[config.mk]
export PLATFORM = sky130hd
export DESIGN_NAME = tdm_xfer_ctrl
export DESIGN_NICKNAME = d
export VERILOG_FILES = /design/src/rtl/tdm_pkg.sv /design/src/rtl/tdm_xfer_ctrl.sv
export SDC_FILE = /design/constraint.sdc
export NUM_CORES = 1
export LEC_CHECK = 0
export BUFFER_PORTS_ARGS = -buffer_cell sky130_fd_sc_hd__buf_2
export CORE_ASPECT_RATIO = 1.4
export CORE_MARGIN = 3
export CORE_UTILIZATION = 45
export DETAILED_ROUTE_END_ITERATION = 8
export SLEW_MARGIN = 20
export SYNTH_ARGS = -nofsm -noshare
export SYNTH_HDL_FRONTEND = slang
export SYNTH_SLANG_ARGS = --single-unit
[constraint.sdc]
create_clock -name core_clk_i -period 3.2 [get_ports core_clk_i]
set_input_delay 0.32 -clock core_clk_i [delete_from_list [all_inputs] [get_ports core_clk_i]]
set_output_delay 0.32 -clock core_clk_i [all_outputs]
set_load 0.01 [all_outputs]
[src/rtl/tdm_pkg.sv]
// Contract
// - The mode byte holds, bit 7 down to 0: source address mode (2), destination address mode (2), transfer mode (2), repeat side select, size bit.
// - The mode byte has no reset value (the code resets its copy to zero); software fills each descriptor before it activates the controller for it.
// - Size bit 0 moves one byte per transfer, size bit 1 moves one 16-bit word.
// - Repeat side select 0 makes the destination the repeat or block area, 1 makes the source that area (the code uses it in block mode only).
// - Transfer mode 00 is normal, 01 is repeat and 10 is block transfer mode (the code runs 01 as normal mode).
// - Destination mode with upper bit 0 leaves the destination address unchanged after a transfer.
// - Destination mode 10 adds 1 (byte) or 2 (word) to the destination address after a transfer.
// - Destination mode 11 subtracts 1 (byte) or 2 (word) from the destination address after a transfer.
// - Source mode with upper bit 0 keeps the source address; mode 10 adds 1 (byte) or 2 (word) after a transfer.
// - Source mode 11 subtracts 1 (byte) or 2 (word) from the source address after a transfer.
// - Descriptor words are fetched from on-chip RAM as 32-bit accesses; all other accesses are 16 bits wide (the code's descriptor write-back is 32-bit too).
// - Descriptors live in a reserved window of on-chip RAM at fixed addresses.
// - A descriptor field gives the destination address to which each moved datum is written.
// - In block transfer mode a descriptor count holds the number of block transfers still to do.
package tdm_pkg;
    // ----------------------------------------
    // descriptor window and layout
    // ----------------------------------------
    localparam logic [15:0] DESC_BASE   = 16'hF800;
    localparam logic [15:0] DESC_LAST   = 16'hFBFF;
    localparam logic [15:0] DESC_STRIDE = 16'h0008;
    localparam logic [15:0] WORD1_OFS   = 16'h0004;
    localparam int          DESC_IDX_W  = 7;
    // word0: mode a, mode b, source address; word1: destination, count
    localparam int          W0_MODEA_LSB = 24;
    localparam int          W0_MODEB_LSB = 16;
    localparam int          W1_DST_LSB   = 16;

    // ----------------------------------------
    // mode byte fields
    // ----------------------------------------
    localparam int SRC_MODE_LSB = 6;
    localparam int DST_MODE_LSB = 4;
    localparam int XFER_MODE_LSB = 2;
    localparam int SIDE_SEL_BIT = 1;
    localparam int SIZE_BIT     = 0;

    localparam logic [1:0] AM_INC = 2'b10;
    localparam logic [1:0] AM_DEC = 2'b11;
    localparam logic [1:0] XM_NORMAL = 2'b00;
    localparam logic [1:0] XM_REPEAT = 2'b01;
    localparam logic [1:0] XM_BLOCK  = 2'b10;

    localparam logic [15:0] STEP_BYTE = 16'h0001;
    localparam logic [15:0] STEP_WORD = 16'h0002;

    typedef enum logic [6:0] {
        ST_IDLE   = 7'b000_0001,
        ST_FETCH0 = 7'b000_0010,
        ST_FETCH1 = 7'b000_0100,
        ST_READ   = 7'b000_1000,
        ST_WRITE  = 7'b001_0000,
        ST_WB0    = 7'b010_0000,
        ST_WB1    = 7'b100_0000
    } tdm_state_t;
endpackage : tdm_pkg

[src/rtl/tdm_xfer_ctrl.sv]
`timescale 1ns/10ps
module tdm_xfer_ctrl (
    // clock and reset
    input  wire logic                           core_clk_i,
    input  wire logic                           rst_i,
    // activation
    input  wire logic                           start_i,
    input  wire logic [tdm_pkg::DESC_IDX_W-1:0] desc_idx_i,
    output logic                                busy_o,
    output logic                                done_o,
    output logic                                count_zero_o,
    output logic                                window_err_o,
    // on-chip ram, 32-bit descriptor port
    output logic                                ram_req_o,
    output logic                                ram_we_o,
    output logic [15:0]                         ram_addr_o,
    output logic [31:0]                         ram_wdata_o,
    input  wire logic                           ram_ack_i,
    input  wire logic [31:0]                    ram_rdata_i,
    // data bus, 16-bit
    output logic                                bus_rd_req_o,
    output logic                                bus_wr_req_o,
    output logic                                bus_word_o,
    output logic [15:0]                         bus_addr_o,
    output logic [15:0]                         bus_wdata_o,
    input  wire logic                           bus_ack_i,
    input  wire logic [15:0]                    bus_rdata_i
);
    import tdm_pkg::*;

    // ----------------------------------------
    // state
    // ----------------------------------------
    typedef struct packed {
        tdm_state_t  st;
        logic [7:0]  mode_a;
        logic [7:0]  mode_b;
        logic [15:0] src;
        logic [15:0] dst;
        logic [15:0] cnt;
        logic [15:0] desc;
        logic        ram_req;
        logic        ram_we;
        logic [15:0] ram_addr;
        logic [31:0] ram_wdata;
        logic        rd_req;
        logic        wr_req;
        logic        word;
        logic [15:0] bus_addr;
        logic [15:0] wdata;
        logic [1:0][15:0] fifo;
        logic [1:0]  fill;
        logic        rd_ptr;
        logic        wr_ptr;
        logic        busy;
        logic        done;
        logic        cnt_zero;
        logic        err;
    } tdm_regs_t;

    tdm_regs_t s_q, s_d;

    // address update after a transfer
    function automatic logic [15:0] tdm_step(input logic [1:0]  am,
                                             input logic [15:0] a,
                                             input logic        sz);
        logic [15:0] d;
        d = sz ? STEP_WORD : STEP_BYTE;
        if (am == AM_INC)
            tdm_step = a + d;
        else if (am == AM_DEC)
            tdm_step = a - d;
        else
            tdm_step = a;
    endfunction : tdm_step

    logic [1:0]  src_am, dst_am, xm;
    logic        side_src, size_w, area_held;
    logic        fifo_full, fifo_empty;
    logic [15:0] desc_addr;

    assign src_am   = s_q.mode_a[SRC_MODE_LSB +: 2];
    assign dst_am   = s_q.mode_a[DST_MODE_LSB +: 2];
    assign xm       = s_q.mode_a[XFER_MODE_LSB +: 2];
    assign side_src = s_q.mode_a[SIDE_SEL_BIT];
    assign size_w   = s_q.mode_a[SIZE_BIT];
    // block area side is held unchanged after each transfer; code 11 is taken as normal
    assign area_held = (xm == XM_BLOCK);
    assign fifo_full  = (s_q.fill == 2'd2);
    assign fifo_empty = (s_q.fill == 2'd0);
    assign desc_addr  = DESC_BASE + 16'(desc_idx_i) * DESC_STRIDE;

    // ----------------------------------------
    // next state
    // ----------------------------------------
    always_comb begin
        s_d      = s_q;
        s_d.done = 1'b0;
        case (s_q.st)
            ST_IDLE: begin
                if (start_i) begin
                    // mode byte resets to zero; it is loaded only from ram
                    s_d.desc     = desc_addr;
                    s_d.err      = (desc_addr > DESC_LAST);
                    if (desc_addr <= DESC_LAST) begin
                        s_d.busy     = 1'b1;
                        s_d.ram_req  = 1'b1;
                        s_d.ram_we   = 1'b0;
                        s_d.ram_addr = desc_addr;
                        s_d.st       = ST_FETCH0;
                    end
                end
            end
            ST_FETCH0: begin
                if (ram_ack_i) begin
                    s_d.mode_a   = ram_rdata_i[W0_MODEA_LSB +: 8];
                    s_d.mode_b   = ram_rdata_i[W0_MODEB_LSB +: 8];
                    s_d.src      = ram_rdata_i[15:0];
                    s_d.ram_addr = s_q.desc + WORD1_OFS;
                    s_d.st       = ST_FETCH1;
                end
            end
            ST_FETCH1: begin
                if (ram_ack_i) begin
                    s_d.dst     = ram_rdata_i[W1_DST_LSB +: 16];
                    s_d.cnt     = ram_rdata_i[15:0];
                    s_d.ram_req = 1'b0;
                    s_d.st      = ST_READ;
                end
            end
            ST_READ: begin
                // read only while the buffer can take the word
                if (!s_q.rd_req && !fifo_full) begin
                    s_d.rd_req   = 1'b1;
                    s_d.word     = size_w;
                    s_d.bus_addr = s_q.src;
                end else if (s_q.rd_req && bus_ack_i) begin
                    s_d.rd_req             = 1'b0;
                    s_d.fifo[s_q.wr_ptr]   = size_w ? bus_rdata_i
                                                    : {8'h00, bus_rdata_i[7:0]};
                    s_d.wr_ptr             = ~s_q.wr_ptr;
                    s_d.fill               = s_q.fill + 2'd1;
                    s_d.st                 = ST_WRITE;
                end
            end
            ST_WRITE: begin
                if (!s_q.wr_req && !fifo_empty) begin
                    s_d.wr_req   = 1'b1;
                    s_d.bus_addr = s_q.dst;
                    s_d.wdata    = s_q.fifo[s_q.rd_ptr];
                end else if (s_q.wr_req && bus_ack_i) begin
                    s_d.wr_req = 1'b0;
                    s_d.rd_ptr = ~s_q.rd_ptr;
                    s_d.fill   = s_q.fill - 2'd1;
                    // block area side is the one kept in place
                    s_d.src = (area_held && side_src) ? s_q.src
                                                      : tdm_step(src_am, s_q.src, size_w);
                    s_d.dst = (area_held && !side_src) ? s_q.dst
                                                       : tdm_step(dst_am, s_q.dst, size_w);
                    s_d.cnt = s_q.cnt - 16'h0001;
                    s_d.st  = ST_WB0;
                end
            end
            ST_WB0: begin
                if (!s_q.ram_req) begin
                    s_d.ram_req   = 1'b1;
                    s_d.ram_we    = 1'b1;
                    s_d.ram_addr  = s_q.desc;
                    s_d.ram_wdata = {s_q.mode_a, s_q.mode_b, s_q.src};
                end else if (ram_ack_i) begin
                    s_d.ram_addr  = s_q.desc + WORD1_OFS;
                    s_d.ram_wdata = {s_q.dst, s_q.cnt};
                    s_d.st        = ST_WB1;
                end
            end
            ST_WB1: begin
                if (ram_ack_i) begin
                    s_d.ram_req  = 1'b0;
                    s_d.ram_we   = 1'b0;
                    s_d.busy     = 1'b0;
                    s_d.done     = 1'b1;
                    s_d.cnt_zero = (s_q.cnt == 16'h0000);
                    s_d.st       = ST_IDLE;
                end
            end
            default: begin
                s_d.st = ST_IDLE;
            end
        endcase
    end

    always_ff @(posedge core_clk_i) begin
        if (rst_i) begin
            s_q      <= '0;
            s_q.st   <= ST_IDLE;
        end else begin
            s_q <= s_d;
        end
    end

    // ----------------------------------------
    // outputs
    // ----------------------------------------
    assign busy_o       = s_q.busy;
    assign done_o       = s_q.done;
    assign count_zero_o = s_q.cnt_zero;
    assign window_err_o = s_q.err;
    assign ram_req_o    = s_q.ram_req;
    assign ram_we_o     = s_q.ram_we;
    assign ram_addr_o   = s_q.ram_addr;
    assign ram_wdata_o  = s_q.ram_wdata;
    assign bus_rd_req_o = s_q.rd_req;
    assign bus_wr_req_o = s_q.wr_req;
    assign bus_word_o   = s_q.word;
    assign bus_addr_o   = s_q.bus_addr;
    assign bus_wdata_o  = s_q.wdata;

    // ----------------------------------------
    // checks
    // ----------------------------------------
    logic wr_done;
    assign wr_done = (s_q.st == ST_WRITE) && s_q.wr_req && bus_ack_i;
endmodule : tdm_xfer_ctrl

Word-level counts from Yosys, hierarchy flattened
Index checks and enable logic that the tools add are counted.
{ "word_totals": {"reg_bits": 209, "latchBits": 0, "ram_bits": 0, "rom_bits": 0, "inputBits": 60, "output_inout_bits": 89, "word_cells": 178, "memories": 0} }
{ "op_classes": {"add_sub_neg": 9, "multipliers": 0, "div_mod_pow": 0, "magnitude_cmp": 5, "eq_ne": 33, "n_shift": 0, "n_mux": 57, "n_bitwise": 5, "n_reduce_logical": 44} }
{ "ops": {"columns": ["operator", "count"], "rows": [
  ["$mux 16", 12],
  ["$mux 48", 4],
  ["$mux 7", 10],
  ["$mux 32", 2],
  ["$pmux 16 s2", 2],
  ["$pmux 32 s2", 1],
  ["$pmux 7 s7", 1],
  ["$pmux 16 s3", 1],
  ["$mux 39", 1],
  ["$mux 18", 2],
  ["$ne 2x2->1 const B", 17],
  ["$bwmux 32", 1],
  ["$reduce_and 5->1", 4],
  ["$add 16x16->16", 1],
  ["$add 16x2->16", 1],
  ["$add 16x3->16 const B", 1],
  ["$demux 16 s1", 1],
  ["$gt 16x16->1 const B", 1],
  ["$le 16x16->1 const B", 1],
  ["$logic_not 16->1", 1],
  ["$reduce_and 2->1", 8],
  ["$sub 16x1->16 const B", 1],
  ["$sub 16x16->16", 1],
  ["$sub 16x2->16", 1],
  ["other kinds (33)", 77]
]} }

Depth between registers and ports, before layout
Gate-level depths: netlist (run 1).
{ "logic_depth": {"ltp_word": 8, "ltp_mapped": 10, "mapped_depth_nobuf": 10} }

Least setup slack after synthesis (run 1)
No wires, ideal clock.
{ "synth_path": {"path_kind": "reg-to-reg", "startpoint": "reg s_q[203] (netlist name)", "endpoint": "reg s_q[181] (netlist name)", "setup_ns": 0.086, "t_arrival_ns": 2.569, "slack_ns": 0.546, "path_stages_with_launch": 10, "period_less_slack_ns": 2.654, "cell_sequence": "dfxtp_1 > nand2b_1 > nand2b_1 > fa_1 > a21oi_1 > o21bai_1 > a2111oi_0 > o21ai_0 > and4b_1 > a211oi_1"} }
{ "synth_between": {"elab_chain_cells": 6, "word_cells_on_any_way": 9, "classes_between": "eq/ne: 3; mux: 5; reduce/logical: 1"} }
{ "synth_lines": {"columns": ["item", "line", "rtl"], "rows": [
  ["start: declaration", "tdm_xfer_ctrl.sv:61", "tdm_regs_t s_q, s_d;"],
  ["$eq 2x2->1", "tdm_xfer_ctrl.sv:69", "if (am == AM_INC)"],
  ["$mux 16", "tdm_xfer_ctrl.sv:69", null],
  ["$mux 16", "tdm_xfer_ctrl.sv:156", "s_d.src = (area_held && side_src) ? s_q.src"],
  ["$mux 48", "tdm_xfer_ctrl.sv:151", "end else if (s_q.wr_req && bus_ack_i) begin"],
  ["$mux 48", "tdm_xfer_ctrl.sv:147", "if (!s_q.wr_req && !fifo_empty) begin"],
  ["$pmux 16 s2", "tdm_xfer_ctrl.sv:99", "case (s_q.st)"]
]} }
Several ways; a longest one is shown, not always the timed one. The select of a mux whose other input is x is not followed.
A chain may end at the register's enable or synchronous reset.

Worst setup path in the final report (run 1)
{ "layout_path": {"startpoint": "reg s_q[204] (netlist name)", "endpoint": "reg s_q[181] (netlist name)"} }
Same word-level chain as after synthesis.

==> results of run 1 <==
-- per-stage QoR --
stage / cell area, µm² / setup WS (ps) / instances
2_1_floorplan: 10800 / 546 / 1344
3_3_place_gp: 11200 / 495 / 1648
3_5_place_dp: 11200 / 440 / 1648
4_1_cts: 11700 / 394 / 1680
5_1_grt: 11700 / 58.5 / 1680
6_report: 11700 / 352 / 1680
-- path summary, 6_finish.rpt --
kind                                              end  slack (ps)  cells past startpoint
worst min-delay path             s_q[31]$_SDFFE_PP0P_         120                      3
worst max register to register  s_q[181]$_SDFFE_PP0P_         350                      9
worst max-delay path            s_q[181]$_SDFFE_PP0P_         350                      9
worst min register to register   s_q[31]$_SDFFE_PP0P_         450                      2
-- metal layers --
layer  up-vias  routed length, µm  GRT usage, %
met5         -                 17             0
met4         2                639          7.30
met3        46               1780          5.10
met2       279              14900          39.2
met1      4484              13000          30.0
li1       4776                  -             -
-- placed cells by master, fill, tap and decap left out, types with 4 or more instances in the layout --
master	count
buf_2	143
nor3b_1	6
nor2b_1	6
nand2_1	138
o21a_1	4
clkbuf_16	17
nor2_1	160
a211oi_1	86
and3_1	8
nand3_1	45
ha_1	34
nor4_1	4
xor2_1	6
nand2b_1	10
xnor2_1	14
or4_1	6
o21ai_0	63
dfxtp_1	195
inv_1	23
o32ai_1	8
nand3b_1	4
nand4_1	7
and2_1	6
o211ai_1	9
a21o_1	10
a311oi_1	14
nor3_1	20
mux2i_1	73
conb_1	4
buf_4	22
a21oi_1	119
or3_1	12
a31oi_1	16
-- layout make-up --
class,count,area [µm²],share of cell area (%)
multi-input combinational,954,5830,49.6
clock buffer,19,443,3.77
timing repair buffer,169,952,8.11
clock inverter,13,125,1.07
inverter,23,86.3,0.735
tap,306,383,3.26
sequential,196,3930,33.4
-- worst max-delay path, cell delays in order (launching register included) --
cell and delay [ps]:
dfxtp_1 400, nand2b_1 90, nand2b_1 190, fa_1 450
a21oi_1 250, o21bai_1 140, a2111oi_0 640, o21ai_0 190
and4b_1 210, a211oi_1 200
-- flip-flops by register name, indices dropped and copies added, names as in the netlist, 2 cells and up --
| register | count |
|---|---|
| bus_wdata_o | 16 |
| bus_addr_o | 16 |
| ram_addr_o | 9 |
| s_q | 113 |
| ram_wdata_o | 32 |
| dst_am | 2 |
-- cell families after synthesis --
group           share of synthesized area [%]
fa+ha+maj                                4.32
mux                                      6.78
other cells                            0.0348
xor+xnor                                 1.62
buf+inv                                  9.85
flops                                    36.4
simple gates                             18.9
compound gates                           22.1
-- power breakdown --
group	switching (mW)	leakage (nW)	internal, mW
clock network	1.01	0.274	1.11
registers	0.0511	1.58	2.48
logic	0.341	2.71	0.223
==> impl_metrics.py, run 1 <==
metrics = {
    "status": {
        "status": "completed",
    },
    "clock_tree": {
        "postCtsSetupRepairBufs": 0,
        "ctsResizeCount": 0,
        "hold_buffers": 0,
        "h-tree-depth": 4,
        "cts_root_buf": "clkbuf_16",
        "cts.sinks": 196,
        "cts_buffer_depth": 2,
        "clk_latency_ps": 450,
        "clk_pin_slew_ps": 70,
        "cts_tree": "yes",
        "cts_buffers": 17,
    },
    "placement": {
        "dp_hpwl_mm": 21.6,
        "io_buffers": 144,
        "gp_congestion": 0.914,
    },
    "setup_path": {
        "cp.required_ps": 3560,
        "arrival_ps": 3200,
        "crit_start": "s_q[204]$_SDFFE_PP0P_",
        "endpoint_kind": "flip-flop",
        "path_class": "reg -> reg",
        "critPathMaxFanout": 5,
        "r2r_start": "s_q[204]$_SDFFE_PP0P_",
        "critPathLaunchType": "flip-flop",
    },
    "die": {
        "die_w_um": 137,
        "dieArea_um2": 25900,
        "ios": 149,
        "die_height_um": 189,
        "placeableCoreArea_um2": 23400,
        "row_count": 66,
        "initial_core_util_pct": 46.1,
    },
    "timing": {
        "finalHoldViolations": 0,
        "rsz0062_at_grt": "no",
        "tightest_slew_ps": 1120,
        "fin_setup_tns_ps": 0,
        "period_minus_slack_ps": 2850,
        "finalSetupViolCount": 0,
        "maxSlewViolCount": 0,
        "slew_headroom_pct": 25.6,
        "finClkSkew_ps": 13.3,
        "timing.hold.ws_ps": 123,
        "layout_worst_path_cycle_share_pct": 89.0,
        "max_freq_mhz": 351,
    },
    "synth": {
        "syn_avg_cell_area_um2": 8.04,
        "yosysMostFrequentCell": "dfxtp_1",
        "ys_seq_elements": 196,
        "synth_top_area_share_pct": 36.4,
        "synth.distinct_cells": 66,
        "yosysWarnings": 0,
        "synth_commonest_cells": "196 x dfxtp_1, 163 x nor2_1, 139 x nand2_1, 119 x a21oi_1, 86 x a211oi_1",
        "synth-edff-count": 0,
        "postSynth.asyncResetShare_pct": 0,
        "yosys-top-cells-area": "dfxtp_1 36%, mux2i_1 6.8%, a211oi_1 6.0%",
        "synth_cells": 1341,
        "ys_seq_area_share_pct": 36.4,
        "syn_area_um2": 10800,
        "synth_top_area_cell": "dfxtp_1",
        "synthFlopType": "dfxtp_1",
    },
    "grt": {
        "grt_util_all_layers_pct": 23.4,
        "grt_pass1_wl_mm": 48.1,
        "grt_max_degree": 188,
        "grt_pass1_vias": 8965,
        "antenna_found_initial": 1,
        "overflow": 0,
    },
    "detailed_routing": {
        "wirelength_mm": 30.4,
        "num_vias": 9587,
        "antenna_left": 0,
        "drc": 0,
        "wl_per_cell_um": 18.1,
        "drt-pass1-iter-count": 5,
        "routed_via_density": 5.71,
        "drtIter0Drc": 732,
    },
    "hold_path": {
        "hold_start": "bus_rdata_i[7]",
        "hp-class": "in -> reg",
    },
    "layout": {
        "utilization_pct": 50.2,
        "area_delta_synth_final_pct": 8.90,
        "drive_gt1_share_pct": 15.7,
        "diodes": 0,
        "num-fill-cells": 2322,
        "nNetsFinal": 1457,
    },
    "pwr": {
        "power_mw": 5.22,
        "power_density_nw_per_um2": 444,
        "p_leak_nw": 4.56,
        "ir_worst_vdd_mv": 0.376,
    },
    "job": {
        "drv_cap": 0,
    },
}
(Power assumes the default switching activity.)
==> inputs of run 2 (changes only) <==
==> constraint.sdc (replaced) <==
create_clock -name core_clk_i -period 3.35 [get_ports core_clk_i]
set_input_delay 0.8375 -clock core_clk_i [delete_from_list [all_inputs] [get_ports core_clk_i]]
set_output_delay 0.8375 -clock core_clk_i [all_outputs]
set_load 0.01 [all_outputs]
==> run 2 against run 1 <==
Effect of this change: count of clock-buffer cells in the layout rose by 1; final cell count is 0.24% lower; combinational power down 6.6%; wire length down 0.56%; cell area is 0.12% lower; fmax is 2.8% lower; sequential power decreased by 4%; critical endpoint is now s_q[172]$_SDFFE_PP0P_; largest cell class unchanged; highest routed layer unchanged.
==> impl_metrics.py, run 2 (same netlist as run 1, synthesis figures left out) <==
metrics = {
    "status": {
        "status": "completed",
    },
    "timing": {
        "maxSlewViolCount": 0,
        "tightest_slew_ps": 983,
        "timing.final.ws_setup_ps": 422,
        "max_freq_mhz": 342,
        "fin_setup_tns_ps": 0,
        "layout_worst_path_cycle_share_pct": 87.4,
        "finalHoldViolations": 0,
        "finClkSkew_ps": 8.26,
        "period_minus_slack_ps": 2930,
        "finalSetupViolCount": 0,
        "slew_headroom_pct": 34.5,
        "rsz0062_at_grt": "no",
    },
    "detailed_routing": {
        "wl_per_cell_um": 18.0,
        "num_vias": 9588,
        "wirelength_mm": 30.2,
        "drt-pass1-iter-count": 5,
        "drc": 0,
        "routed_via_density": 5.72,
        "antenna_left": 0,
        "drtIter0Drc": 757,
    },
    "die": {
        "initial_core_util_pct": 46.1,
        "row_count": 66,
        "die_w_um": 137,
        "dieArea_um2": 25900,
        "placeableCoreArea_um2": 23400,
        "ios": 149,
        "die_height_um": 189,
    },
    "grt": {
        "grt_pass1_wl_mm": 48.5,
        "grt_pass1_vias": 9097,
        "grt_max_degree": 188,
        "antenna_found_initial": 1,
        "overflow": 0,
        "grt_util_all_layers_pct": 23.5,
    },
    "layout": {
        "drive_gt1_share_pct": 15.4,
        "num-fill-cells": 2304,
        "stdcell_count": 1676,
        "nNetsFinal": 1454,
        "layout_commonest_cell": "dfxtp_1",
        "layout_common_cells": "194 x dfxtp_1, 160 x nor2_1, 143 x buf_2",
        "largest_reg_flops": 113,
        "diodes": 0,
        "regMostFlops": "s_q",
        "area_delta_synth_final_pct": 8.77,
    },
    "clock_tree": {
        "cts_buffer_depth": 2,
        "cts_buffers": 17,
        "clk_pin_slew_ps": 70,
        "cts_tree": "yes",
        "ctsResizeCount": 0,
        "hold_buffers": 0,
        "cts_root_buf": "clkbuf_16",
        "postCtsSetupRepairBufs": 0,
        "h-tree-depth": 4,
        "clk_latency_ps": 430,
        "cts.sinks": 196,
    },
    "placement": {
        "dp_hpwl_mm": 21.4,
        "io_buffers": 144,
        "placedCellCount": 1645,
        "dp_slack_ps": 514,
        "gp_congestion": 0.886,
    },
    "setup_path": {
        "cp.required_ps": 3690,
        "arrival_ps": 3260,
        "critPathMaxFanout": 15,
        "critPathLaunchType": "flip-flop",
        "path_class": "reg -> reg",
        "endpoint_kind": "flip-flop",
    },
    "pwr": {
        "power_density_nw_per_um2": 431,
        "p_seq_share_pct": 47.8,
        "p_comb_share_pct": 10.4,
        "netSwitchingFraction_pct": 25.8,
        "power.switching_mw": 1.30,
        "p_leak_nw": 4.55,
        "p_int_mw": 3.75,
        "p_clk_share_pct": 41.7,
        "ir_worst_vdd_mv": 0.349,
        "power_mw": 5.06,
    },
    "hold_path": {
        "hp-class": "reg -> reg",
    },
    "job": {
        "drv_cap": 0,
    },
}
## run 2: metal layers
layer,track usage (%),share of wire (%),routed length (µm)
met1,29.6,43,12800
met2,40.3,50,15100
met3,4.39,5.1,1560
met4,7.41,2.2,663
met5,0,0.030,9
## run 2: final cells by class
type	count	area (µm²)	area share [%]
clock buffers	20	437	3.72
clock inverters	11	151	1.29
inverters	23	86.3	0.736
multi-input cells	954	5830	49.7
flip-flops and latches	196	3930	33.5
well taps	306	383	3.27
repair buffers	166	917	7.82
## run 2: worst max-delay path, cell delays in order, from the launching register on
cell      delay [ps]
dfxtp_1          360
inv_1             90
nor2_1           210
inv_1            310
ha_1             470
a21oi_1          170
o21ai_0          200
or4_1            450
a211oi_1         240
a211oi_1          80
o32ai_1          230
## run 2: final timing paths
kind	slack, ps	startpoint	cells past startpoint	endpoint
hold / removal	450	s_q[12]$_SDFFE_PP0P_	2	s_q[12]$_SDFFE_PP0P_
setup / recovery	420	dst_am[1]$_SDFFE_PP0P_	10	s_q[172]$_SDFFE_PP0P_
hold reg to reg	450	s_q[12]$_SDFFE_PP0P_	2	s_q[12]$_SDFFE_PP0P_
setup reg to reg	420	dst_am[1]$_SDFFE_PP0P_	10	s_q[172]$_SDFFE_PP0P_
## run 2: per-stage QoR
stage               area [µm²]  hold slack (ps)  util, %
global placement         11100              438     47.7
global route             11700              473     50.2
finish                   11700              451     50.2
CTS                      11700              453     50.2
detailed placement       11100              443     47.7
floorplan                10800              430        -
## run 2: power by group through the flow
stage | registers, mW | logic (mW) | clock network (mW)
3_3_place_gp | 2.47 | 0.525 | 0
3_5_place_dp | 2.47 | 0.524 | 0
4_1_cts | 2.42 | 0.528 | 2.16
2_1_floorplan | 2.44 | 0.405 | 0
5_1_grt | 2.42 | 0.585 | 2.24
6_report | 2.42 | 0.527 | 2.11
==> inputs of run 3 (changes only) <==
- CORE_ASPECT_RATIO: 1.4 -> default
- CORE_UTILIZATION: 45 -> 50
- PLACE_DENSITY: default -> 0.71
==> run 3 against run 2 <==
Effect of this change: setup slack improved by 38 ps; clock power about the same; fmax increased by 1.3%; first-iteration DRC count increased by 3.6%; flip-flop and latch count unchanged; register-to-register slack improved by 40 ps; combinational power increased by 2%; total power about the same; final cell count decreased by 1.8%; wire length decreased by 3.4%; sequential share of layout area about the same; core utilization increased by 5.3 points.
==> impl_metrics.py, run 3 (same netlist as run 1, synthesis figures left out) <==
metrics = {
    "setup_path": {
        "r2r_slack_ps": 460,
        "critPathLaunchType": "flip-flop",
        "cp_slowest_cell": "ha_1",
        "cp.required_ps": 3640,
        "path_class": "reg -> reg",
        "r2r_cells": 10,
        "worstPathCellList": "inv_1, nor2_1, inv_1, ha_1, o211ai_1, o21a_1, o21ai_0, a211oi_1, a211oi_1, o32ai_1",
        "arrival_ps": 3180,
        "endpoint_kind": "flip-flop",
        "cp_slowest_stage_delay_ps": 460,
        "r2r_start": "dst_am[1]$_SDFFE_PP0P_",
        "critPathMaxFanout": 15,
        "rr_endpoint": "s_q[172]$_SDFFE_PP0P_",
    },
    "timing": {
        "finalHoldViolations": 0,
        "tightest_slew_ps": 1040,
        "layout_worst_path_cycle_share_pct": 86.3,
        "fin_setup_tns_ps": 0,
        "maxSlewViolCount": 0,
        "period_minus_slack_ps": 2890,
        "max_freq_mhz": 346,
        "slew_headroom_pct": 30.3,
        "finClkSkew_ps": 13.8,
        "rsz0062_at_grt": "no",
        "finalSetupViolCount": 0,
    },
    "layout": {
        "layout_commonest_cell": "dfxtp_1",
        "num-fill-cells": 2006,
        "nNetsFinal": 1453,
        "area_delta_synth_final_pct": 8.61,
        "drive_gt1_share_pct": 15.5,
        "largest_reg_flops": 113,
        "regMostFlops": "s_q",
        "final_design_area_no_fill_um2": 11700,
        "utilization_pct": 55.5,
        "layout_common_cells": "195 x dfxtp_1, 160 x nor2_1, 143 x buf_2",
    },
    "detailed_routing": {
        "num_vias": 9616,
        "routed_via_density": 5.84,
        "antenna_left": 0,
        "wirelength_mm": 29.2,
        "drt-pass1-iter-count": 5,
        "wl_per_cell_um": 17.7,
        "drc": 0,
        "drtIter0Drc": 784,
    },
    "pwr": {
        "ir_worst_vdd_mv": 0.379,
        "power_mw": 5.05,
        "p_leak_nw": 4.56,
        "power_density_nw_per_um2": 432,
    },
    "clock_tree": {
        "ctsResizeCount": 0,
        "cts_buffer_depth": 2,
        "cts_tree": "yes",
        "clk_pin_slew_ps": 80,
        "cts_buffers": 17,
        "cts.sinks": 196,
        "clk_latency_ps": 440,
        "cts_root_buf": "clkbuf_16",
        "hold_buffers": 0,
        "h-tree-depth": 4,
        "postCtsSetupRepairBufs": 0,
    },
    "status": {
        "status": "completed",
    },
    "grt": {
        "top_usage_layer": "met2",
        "grt_util_all_layers_pct": 24.4,
        "grt_use_met2_pct": 39.9,
        "antenna_found_initial": 1,
        "met3_usage_pct": 4.67,
        "grt_pass1_vias": 9243,
        "met1_usage_pct": 32.6,
        "overflow": 0,
        "grt_pass1_wl_mm": 47.4,
        "grt_max_degree": 188,
    },
    "hold_path": {
        "hold-path-endpoint": "s_q[34]$_SDFFE_PP0P_",
        "hold_start": "s_q[34]$_SDFFE_PP0P_",
        "hp-class": "reg -> reg",
        "min_path_cells": 2,
    },
    "die": {
        "placeableCoreArea_um2": 21100,
        "ios": 149,
        "row_count": 53,
        "die_w_um": 153,
        "die_height_um": 153,
        "dieArea_um2": 23400,
        "initial_core_util_pct": 51.1,
    },
    "placement": {
        "gp_congestion": 0.939,
        "dp_hpwl_mm": 20.5,
        "io_buffers": 144,
        "dpl_cell_area_um2": 11100,
    },
    "job": {
        "drv_cap": 0,
    },
}
## run 3: cell count changes in the layout (fill, tap and decap cells not counted), moves of 2 or more
cell,delta
bufinv_16,-2
clkinv_2,-2
inv_6,+2
clkinv_8,+5
clkbuf_1,-3
## run 3: per-layer routing
metal / vias up / share of wire (%)
li1: 4763 / -
met3: 49 / 6.7
met4: 0 / 2.3
met1: 4474 / 45
met2: 330 / 46
met5: - / 0
## run 3: where the power goes
group / leakage, nW / switching [mW] / internal (mW)
Clock: 0.291 / 1.04 / 1.07
Combinational: 2.68 / 0.327 / 0.210
Sequential: 1.58 / 0.0390 / 2.37
Total: 4.56 / 1.40 / 3.65
## run 3: how the worst max path moves through the flow
| stage | from | to | slack, ps | cells after the start |
|---|---|---|---|---|
| final | dst_am[1]$_SDFFE_PP0P_ | s_q[172]$_SDFFE_PP0P_ | 460 | 10 |
| after global routing | dst_am[1]$_SDFFE_PP0P_ | s_q[172]$_SDFFE_PP0P_ | 150 | 10 |
| after detailed placement | dst_am[1]$_SDFFE_PP0P_ | s_q[172]$_SDFFE_PP0P_ | 520 | 10 |
| after floorplan | s_q[203]$_SDFFE_PP0P_ | s_q[181]$_SDFFE_PP0P_ | 700 | 9 |
| after CTS | dst_am[1]$_SDFFE_PP0P_ | s_q[172]$_SDFFE_PP0P_ | 500 | 10 |
| after global placement | dst_am[1]$_SDFFE_PP0P_ | s_q[172]$_SDFFE_PP0P_ | 680 | 10 |
## run 3: critical path, delay by kind of cell (launching register included)
kind            cells  cell delay [ps]
simple gates        1              190
flops               1              370
buf+inv             2              410
compound gates      6             1310
fa+ha+maj           1              460
## run 3: area by class of cell
class / count / area, µm² / area share [%]
multi-input cells: 954 / 5830 / 49.8
flip-flops and latches: 196 / 3930 / 33.5
repair buffers: 165 / 910 / 7.77
clock buffers: 17 / 425 / 3.63
well taps: 275 / 344 / 2.94
clock inverters: 15 / 190 / 1.62
inverters: 23 / 86.3 / 0.737
diodes: 1 / 2.50 / 0.0214
## run 3: per-stage QoR
step                setup slack [ps]  std cells  hold slack (ps)
global route                     149       1646              474
floorplan                        696       1344              430
finish                           460       1646              453
CTS                              495       1645              454
detailed placement               518       1613              444
global placement                 681       1613              437
